--- config.mk ---
export PLATFORM = sky130hd
export DESIGN_NAME = sensor_conditioner_control
export DESIGN_NICKNAME = d
export VERILOG_FILES = /design/src/rtl/sensor_ctl_pkg.sv /design/src/rtl/level_sync.sv /design/src/rtl/sensor_conditioner_control.sv
export SDC_FILE = /design/constraint.sdc
export NUM_CORES = 2
export LEC_CHECK = 0
export ABC_AREA = 0
export BUFFER_PORTS_ARGS = -buffer_cell sky130_fd_sc_hd__buf_2
export CORE_ASPECT_RATIO = 1.4
export CORE_UTILIZATION = 30
export CTS_CLUSTER_SIZE = 24
export DETAILED_ROUTE_END_ITERATION = 8
export PLACE_DENSITY = 0.5
export SYNTH_ARGS = -nofsm -noshare
export SYNTH_HDL_FRONTEND = slang
export SYNTH_SLANG_ARGS = --single-unit
--- constraint.sdc ---
create_clock -name clk_in -period 5 [get_ports clk_in]
set_input_delay 1 -clock clk_in [delete_from_list [all_inputs] [get_ports clk_in]]
set_output_delay 1 -clock clk_in [all_outputs]
set_load 0.01 [all_outputs]
--- src/rtl/sensor_ctl_pkg.sv ---
package sensor_ctl_pkg;
    // ****************************************
    // timing
    // ****************************************
    localparam int CLK_FREQ_MHZ       = 40;
    localparam int BOOT_TIME_NS       = 10000;
    localparam int WAKE_CMD_TIME_NS   = 10000;
    localparam int WAKE_MEAS_TIME_NS  = 20000;
    // least times: round up to whole cycles
    localparam int BOOT_CYCLES      = (BOOT_TIME_NS * CLK_FREQ_MHZ + 999) / 1000;
    localparam int WAKE_CMD_CYCLES  = (WAKE_CMD_TIME_NS * CLK_FREQ_MHZ + 999) / 1000;
    localparam int WAKE_MEAS_CYCLES = (WAKE_MEAS_TIME_NS * CLK_FREQ_MHZ + 999) / 1000;
    localparam int WAIT_W           = 16;

    // ****************************************
    // memory geometry
    // ****************************************
    localparam int PAGES      = 4;
    localparam int USER_WORDS = 24;
    localparam int RSV_WORDS  = 15;
    localparam int STEPS      = 4;
    localparam logic [15:0] RSV_STATUS = 16'h0001;

    // ****************************************
    // command codes
    // ****************************************
    localparam logic [7:0] READ_BASE        = 8'h00;
    localparam logic [7:0] STAT_BASE        = 8'h20;
    localparam logic [7:0] WRITE_BASE       = 8'h40;
    localparam logic [7:0] RSV_READ_BASE    = 8'h70;
    localparam logic [7:0] RSV_STAT_BASE    = 8'h80;
    localparam logic [7:0] USER_SPAN        = 8'h18;
    localparam logic [7:0] RSV_SPAN         = 8'h0f;
    localparam logic [7:0] PAGE_INC_CMD     = 8'h5e;
    localparam logic [7:0] ENTER_NORMAL_CMD = 8'ha8;
    localparam logic [7:0] ENTER_CONFIG_CMD = 8'ha9;
    localparam logic [7:0] MEASURE_CMD      = 8'hac;

    // ****************************************
    // status byte bits
    // ****************************************
    localparam int ST_MEM_FULL_BIT = 2;
    localparam int ST_BUSY_BIT     = 5;
    localparam int ST_CFG_MODE_BIT = 6;

    // ****************************************
    // types
    // ****************************************
    typedef enum logic [1:0] {
        ROUTE_ANALOG_GROUND_REF   = 2'h0,
        ROUTE_BRIDGE = 2'h1,
        ROUTE_TEMP   = 2'h2
    } route_t;

    typedef struct packed {
        logic   temp_cfg;
        route_t route;
        logic   conv_start;
    } afe_ctl_t;

    typedef struct packed {
        logic [7:0]  code;
        logic [15:0] data;
    } cmd_t;

    typedef struct packed {
        logic [7:0]  status;
        logic [15:0] word;
    } resp_t;

    typedef enum logic [2:0] {
        ST_BOOT      = 3'h0,
        ST_SLEEP     = 3'h1,
        ST_WAKE_CMD  = 3'h2,
        ST_WAKE_MEAS = 3'h3,
        ST_CONV      = 3'h4,
        ST_CALC      = 3'h5,
        ST_ACTIVE    = 3'h6
    } state_t;
endpackage

--- src/rtl/level_sync.sv ---
`timescale 1ns/100ps
`default_nettype none
module level_sync #(
    parameter logic RESET_VAL = 1'b0
) (
    // clock and reset
    input  wire logic clk_in,
    input  wire logic resetn_in,
    // level
    input  wire logic level_in,
    output var  logic level_out
);
    logic first;

    always_ff @(posedge clk_in or negedge resetn_in) begin
        if (!resetn_in) begin
            first     <= RESET_VAL;
            level_out <= RESET_VAL;
        end else begin
            first     <= level_in;
            level_out <= first;
        end
    end
endmodule
`default_nettype wire

--- src/rtl/sensor_conditioner_control.sv ---
`timescale 1ns/100ps
`default_nettype none
module sensor_conditioner_control #(
    parameter logic [sensor_ctl_pkg::RSV_WORDS*16-1:0] RSV_DATA = '0  // arbitrary factory contents
) (
    // clock and reset
    input  wire logic                    clk_in,
    input  wire logic                    resetn_in,
    // interface select pin
    input  wire logic                    sel_pin_in,
    // commands from the serial interface
    input  wire logic                    cmd_valid_in,
    input  wire sensor_ctl_pkg::cmd_t    cmd_in,
    output var  logic                    resp_valid_out,
    output var  sensor_ctl_pkg::resp_t   resp_out,
    // analog front end and converter
    output var  sensor_ctl_pkg::afe_ctl_t afe_out,
    input  wire logic                    adc_done_in,
    input  wire logic [15:0]             adc_word_in,
    // correction engine
    output var  logic                    calc_start_out,
    input  wire logic                    calc_done_in,
    output var  logic [3:0][15:0]        raw_out,
    // power and mode
    output var  logic                    low_voltage_core_out,
    output var  logic                    i2c_sel_out,
    output var  logic                    cmd_mode_out,
    output var  logic                    eoc_out
);
    import sensor_ctl_pkg::*;

    // ****************************************
    // state
    // ****************************************
    state_t            state, next_state;
    logic [WAIT_W-1:0] wait_cnt, next_wait_cnt;
    logic [1:0]        step, next_step;
    logic [2:0]        page_ptr, next_page_ptr;
    logic              first_seen, next_first_seen;
    logic              next_cmd_mode, next_eoc, next_i2c_sel, next_resp_valid;
    logic              next_calc_start, next_core;
    resp_t             next_resp;
    afe_ctl_t          next_afe;
    logic [3:0][15:0]  next_raw;
    logic              sel_sync;
    logic [15:0]       mem [PAGES][USER_WORDS];
    logic              written [PAGES][USER_WORDS];
    logic              wr_en;
    logic [1:0]        wr_page, rd_page;
    logic [4:0]        wr_addr;
    logic              mem_full, busy;
    logic [7:0]        ofs;

    level_sync #(
        .RESET_VAL (1'b1)  // open pin pulls up, so reset shows I2C
    ) u_sel_sync (
        .clk_in    (clk_in),
        .resetn_in (resetn_in),
        .level_in  (sel_pin_in),
        .level_out (sel_sync)
    );

    // pages run out once the pointer passes the last one
    assign mem_full = (page_ptr == 3'(PAGES));
    assign rd_page  = mem_full ? 2'(PAGES - 1) : page_ptr[1:0];
    assign busy     = (state != ST_SLEEP) && (state != ST_ACTIVE);

    function automatic afe_ctl_t step_afe(input logic [1:0] s, input logic start);
        afe_ctl_t a;
        a.temp_cfg   = s[1];
        a.conv_start = start;
        case (s)
            2'h1:    a.route = ROUTE_BRIDGE;
            2'h3:    a.route = ROUTE_TEMP;
            default: a.route = ROUTE_ANALOG_GROUND_REF;
        endcase
        return a;
    endfunction

    // ****************************************
    // next-state logic
    // ****************************************
    always_comb begin
        next_state      = state;
        next_wait_cnt   = wait_cnt;
        next_step       = step;
        next_page_ptr   = page_ptr;
        next_first_seen = first_seen;
        next_cmd_mode   = cmd_mode_out;
        next_eoc        = eoc_out;
        next_i2c_sel    = i2c_sel_out;
        next_raw        = raw_out;
        next_calc_start = 1'b0;
        next_resp_valid = cmd_valid_in;
        next_resp       = '0;
        wr_en           = 1'b0;
        wr_page         = page_ptr[1:0];
        wr_addr         = 5'(cmd_in.code - WRITE_BASE);
        ofs             = 8'h00;
        case (state)
            ST_BOOT: begin
                // core powered while the interface setting is fetched, and in every state but ST_SLEEP
                if (wait_cnt == WAIT_W'(BOOT_CYCLES - 1)) begin
                    next_i2c_sel  = sel_sync;
                    next_state    = ST_SLEEP;
                    next_wait_cnt = '0;
                end else begin
                    next_wait_cnt = wait_cnt + 1'b1;
                end
            end
            ST_WAKE_CMD, ST_WAKE_MEAS: begin
                if ((state == ST_WAKE_CMD && wait_cnt == WAIT_W'(WAKE_CMD_CYCLES - 1)) ||
                    (state == ST_WAKE_MEAS && wait_cnt == WAIT_W'(WAKE_MEAS_CYCLES - 1))) begin
                    next_wait_cnt = '0;
                    next_step     = 2'h0;
                    next_state    = (state == ST_WAKE_CMD) ? ST_ACTIVE : ST_CONV;
                end else begin
                    next_wait_cnt = wait_cnt + 1'b1;
                end
            end
            ST_CONV: begin
                if (adc_done_in) begin
                    next_raw[step] = adc_word_in;
                    if (step == 2'(STEPS - 1)) begin
                        next_state      = ST_CALC;
                        next_calc_start = 1'b1;
                    end else begin
                        next_step = step + 1'b1;
                    end
                end
            end
            ST_CALC: begin
                if (calc_done_in) begin
                    next_eoc   = 1'b1;
                    next_state = cmd_mode_out ? ST_ACTIVE : ST_SLEEP;
                end
            end
            ST_SLEEP, ST_ACTIVE: begin
                if (cmd_valid_in) begin
                    next_first_seen = 1'b1;
                    if (cmd_in.code < READ_BASE + USER_SPAN) begin
                        ofs            = cmd_in.code - READ_BASE;
                        next_resp.word = mem[rd_page][ofs[4:0]];
                    end else if (cmd_in.code >= STAT_BASE &&
                                 cmd_in.code < STAT_BASE + USER_SPAN) begin
                        ofs            = cmd_in.code - STAT_BASE;
                        next_resp.word = 16'(written[rd_page][ofs[4:0]]);
                    end else if (cmd_in.code >= WRITE_BASE &&
                                 cmd_in.code < WRITE_BASE + USER_SPAN) begin
                        wr_en = cmd_mode_out && !mem_full;
                    end else if (cmd_mode_out && cmd_in.code >= RSV_READ_BASE &&
                                 cmd_in.code < RSV_READ_BASE + RSV_SPAN) begin
                        ofs            = cmd_in.code - RSV_READ_BASE;
                        next_resp.word = RSV_DATA[ofs[3:0]*16 +: 16];
                    end else if (cmd_mode_out && cmd_in.code >= RSV_STAT_BASE &&
                                 cmd_in.code < RSV_STAT_BASE + RSV_SPAN) begin
                        next_resp.word = RSV_STATUS;
                    end else if (cmd_in.code == PAGE_INC_CMD) begin
                        if (cmd_mode_out && !mem_full) begin
                            next_page_ptr = page_ptr + 1'b1;
                        end
                    end else if (cmd_in.code == ENTER_NORMAL_CMD) begin
                        if (cmd_mode_out) begin
                            next_cmd_mode = 1'b0;
                            next_state    = ST_SLEEP;
                        end
                    end else if (cmd_in.code == ENTER_CONFIG_CMD) begin
                        if (!cmd_mode_out && !first_seen) begin
                            next_cmd_mode = 1'b1;
                            next_state    = ST_WAKE_CMD;
                            next_wait_cnt = '0;
                        end
                    end else if (cmd_in.code == MEASURE_CMD) begin
                        next_eoc      = 1'b0;
                        next_step     = 2'h0;
                        next_wait_cnt = '0;
                        next_state    = (state == ST_SLEEP) ? ST_WAKE_MEAS : ST_CONV;
                    end
                    // anything else falls through and only sets first_seen
                end
            end
            default: begin
                next_state = ST_SLEEP;
            end
        endcase
        // commands during boot or a measurement only get a busy status
        next_resp.status[ST_BUSY_BIT]     = busy;
        next_resp.status[ST_CFG_MODE_BIT] = next_cmd_mode;
        next_resp.status[ST_MEM_FULL_BIT] = (next_page_ptr == 3'(PAGES));
        next_afe = step_afe(next_step, next_state == ST_CONV &&
                            (state != ST_CONV || adc_done_in));
        next_core = (next_state != ST_SLEEP);
        if (next_state != ST_CONV) begin
            next_afe = '0;
        end
    end

    // ****************************************
    // registers
    // ****************************************
    // clk_in is the internal oscillator; resetn_in the supervisor
    always_ff @(posedge clk_in or negedge resetn_in) begin
        if (!resetn_in) begin
            state                <= ST_BOOT;
            wait_cnt             <= '0;
            step                 <= 2'h0;
            page_ptr             <= 3'h0;
            first_seen           <= 1'b0;
            cmd_mode_out         <= 1'b0;
            eoc_out              <= 1'b0;
            i2c_sel_out          <= 1'b1;
            raw_out              <= '0;
            calc_start_out       <= 1'b0;
            resp_valid_out       <= 1'b0;
            resp_out             <= '0;
            afe_out              <= '0;
            low_voltage_core_out <= 1'b1;
        end else begin
            state                <= next_state;
            wait_cnt             <= next_wait_cnt;
            step                 <= next_step;
            page_ptr             <= next_page_ptr;
            first_seen           <= next_first_seen;
            cmd_mode_out         <= next_cmd_mode;
            eoc_out              <= next_eoc;
            i2c_sel_out          <= next_i2c_sel;
            raw_out              <= next_raw;
            calc_start_out       <= next_calc_start;
            resp_valid_out       <= next_resp_valid;
            resp_out             <= next_resp;
            afe_out              <= next_afe;
            low_voltage_core_out <= next_core;
        end
    end

    // bits only go from 0 to 1; the first write to a word ORs onto zeros; no erase path
    always_ff @(posedge clk_in) begin
        if (wr_en) begin
            mem[wr_page][wr_addr] <= cmd_in.data |
                (written[wr_page][wr_addr] ? mem[wr_page][wr_addr] : 16'h0000);
        end
    end

    // flags live beside the array so status reads are defined after reset
    always_ff @(posedge clk_in or negedge resetn_in) begin
        if (!resetn_in) begin
            written <= '{default: 1'b0};
        end else if (wr_en) begin
            written[wr_page][wr_addr] <= 1'b1;
        end
    end
endmodule
`default_nettype wire

==> implementation parameters <==
Parameter                              Value

Global route
  Vias in the first global route ... 49,600
  Global-route wire length before repair ... 395,000 µm
  Largest net degree at the start of global routing ... 97
  GRT overflow ... 0
  Aggregate global-route resource usage ... 20.3%
  Initial antenna violation count ... 10

Hold path
  Classification of the worst-slack hold path ... in2async

Power and ir drop
  Power spent charging and discharging nets ... 6750 µW
  Combinational share of power ... 3.7%
  Power density normalized to cell area ... 323 mW/mm²
  Peak supply drop ... 238 µV
  Proportion of total power due to net switching ... 22.1%
  Fraction of power consumed by the clock network ... 44.2%
  Leakage dissipation ... 0.0305 µW
  Internal power consumption ... 23,800 µW
  Power share of the sequential group ... 52.1%

Floorplanning
  Initial cell density of the core ... 30.1%
  Die Area ... 0.274 mm²
  Area of the placeable core ... 0.270 mm²
  Number of core rows ... 226
  X dimension of the die ... 442 µm
  Number of I/O pins ... 144
  Die height ... 619 µm

Logic synthesis
  Synth Area per Inst ... 17.8 µm²
  Syn Std Cell Area ... 0.0815 mm²
  Most frequently used flop master after synthesis ... edfxtp_1
  Post-synth cell types ... 75
  Post-synthesis async set-or-reset flop share ... 12.3%
  Post-Syn Instances ... 4,575
  Fraction of the yosys area taken by sequential cells ... 63.2%
  Flop and latch count out of synthesis ... 1,751
  Yosys Warn Count ... 0
  Number of synthesized flops with an enable pin ... 1,536

Finish
  Most frequent standard cell in the layout excluding fill and tap cells ... edfxtp_1
  Proportion of layout cells with a drive suffix above 1 ... 36.7%
  Final net count ... 4,961
  Final instance count without filler cells ... 8,594
  Filler Cell Count ... 25,400
  Commonest cells after routing, fill and taps aside ... edfxtp_1 (1,536), mux4_2 (803), nand2_1 (422), buf_4 (282), dfrtp_1 (209)
  Layout overhead on the synthesized area ... 16.3%

Timing
  Slew at the pin closest to its max-slew limit ... 1.26 ns
  Fin crit period ... 4.45 ns
  Max Freq ... 0.225 GHz
  Clock skew ... 0.0724 ns
  Setup-violating endpoint count in the final report ... 0
  Hold Violations, Final ... 0
  Max-slew headroom ... 15.8%
  Setup TNS ... 0 ns
  Final period util ... 89.1%
  Final-layout worst hold slack ... 0.157 ns
  Total count of max-transition violations in the final report ... 0
  RSZ-0062 raised after global routing ... no

Setup path
  Arrival time at the worst endpoint ... 5.18 ns
  Sort of element at the start of the critical path ... flop
  Critical path endpoint category ... flop
  Biggest fanout along the worst timing path ... 31
  Required time worst endpoint ... 5.73 ns
  Critical path class ... reg2reg

Route
  Antenna Nets Post-Route ... 0
  DRC violations left ... 0
  Post-detailed-routing wire length ... 282,000 µm
  Vias ... 48,300
  Number of iterations in the first detailed-routing pass ... 7
  DR vias/cell ... 5.62
  First DRT Iteration DRCs ... 4,846
  Average wire per cell in the routed design ... 32.8 µm

Clock tree
  Number of buffers between clock root and the deepest sink ... 4
  Clock net sink count ... 1,751
  CTS clock-pin slew for the worst setup and hold paths ... 0.07 ns
  Number of hold-repair buffers added at the cts stage ... 0
  Setup fix buffers added after clock tree synthesis ... 0
  TritonCTS Buffers ... 180
  Post-cts sizing count ... 0
  Clk root buf ... clkbuf_16
  Clock insertion delay at the later pin of the skew report ... 0.86 ns
  H-tree Lvls ... 4
  CTS tree ... yes

Placed design
  Cell count after placement ... 8,262
  Number of port buffers ... 138
  Placer congestion estimate ... 0.923
  DP Wirelength ... 184,000 µm

Run status
  Outcome ... finished clean

Run
  Number of max-cap violations ... 0
metrics by stage:
stage	worst slack [ns]	util (%)	power, µW	area [µm²]
finish	0.547	35.0	30600	94700
floorplan	0.484	-	16700	81500
detailed placement	0.470	32.9	17400	89000
global route	0.422	35.0	31300	94700
global placement	0.462	32.9	17400	89000
CTS	0.475	35.0	30800	94700
final cells by class:
cell class	instances	area (µm²)	share of cell area, %
Multi-Input combinational cell	2462	28600	30.1
Clock buffer	242	4940	5.22
Sequential cell	1751	51500	54.4
Timing Repair Buffer	500	4450	4.70
Tap cell	3534	4420	4.67
Clock inverter	83	771	0.814
Antenna cell	7	17.5	0.0185
Inverter	15	63.8	0.0674
path summary, 6_finish.rpt:
check / start / end / slack [ns] / cells after the start
hold reg to reg: u_sel_sync.first / u_sel_sync.level_out / 0.36 / 0
hold / removal: resetn_in / wait_cnt[2] / 0.16 / 1
setup reg to reg: page_ptr[0] / resp_out[12] / 0.55 / 12
max in group asynchronous: resetn_in / raw_out[41] / 3.66 / 2
setup / recovery: page_ptr[0] / resp_out[12] / 0.55 / 12
min in group clk_in: sel_pin_in / u_sel_sync.first / 0.26 / 1
cells in the mapped netlist (67+ instances only):
cell      number  share of area [%]
mux4_2       803                 22
edfxtp_1    1536                 57
clkbuf_1     125               0.58
nor2_1       166               0.76
buf_2        117               0.72
a211oi_1      70               0.64
mux2i_1      155                1.9
nand2_1      425                2.0
dfrtp_1      211                6.5
or2_2        102               0.78
nand3_1       82               0.50
mux2_2        67               0.93
a21oi_1       72               0.44
flip-flops by register name, summed over array words and instances, names as in the netlist:
signal / cells
afe_out: 4
calc_start_out: 1
eoc_out: 1
first_seen: 1
i2c_sel_out: 1
low_voltage_core_out: 1
mem: 1536
page_ptr: 3
raw_out: 64
resp_out: 19
resp_valid_out: 1
state: 3
step: 2
u_sel_sync.first: 1
u_sel_sync.level_out: 1
wait_cnt: 16
written: 96
critical path, stage by stage (launching register included):
cell and delay [ns]:
dfrtp_4 0.64, clkinv_1 0.12, ha_1 0.31, a21o_4 0.59, buf_12 0.33, buf_4 0.22, mux2i_1 0.53, a221oi_1 0.31
o21ai_0 0.20, nor2_1 0.07, a211oi_1 0.60, buf_4 0.26, o31ai_1 0.07
kinds of logic (layout without fill, tap and decap cells):
group / after synthesis / after routing / share of synthesized area [%]
flip-flops: 1751 / 1751 / 63.2
AND/OR/NAND/NOR: 935 / 935 / 5.25
multiplexers: 1025 / 1025 / 25.0
adder cells (fa/ha/maj): 5 / 5 / 0.0768
other: 1 / 12 / 0.00460
buffers and inverters: 366 / 840 / 2.21
XOR/XNOR: 3 / 3 / 0.0323
AO/OA/AOI/OAI: 489 / 489 / 4.19
routing by layer:
metal  wire length, µm  track usage [%]  vias up
met5                14                0        -
met4             16200             10.3        2
met3             17900             3.15      502
met2            141000             34.9     1978
met1            107000             24.7    26200
li1                  -                -    19600
power by group through the flow:
stage	Combinational [µW]	Clock, µW	Sequential (µW)
after floorplan	454	0	16300
after global placement	1120	0	16200
after detailed placement	1130	0	16200
after CTS	1130	13800	15900
after global routing	1160	14200	15900
final	1130	13500	15900
Note: power is estimated with default switching activity, not from simulation.
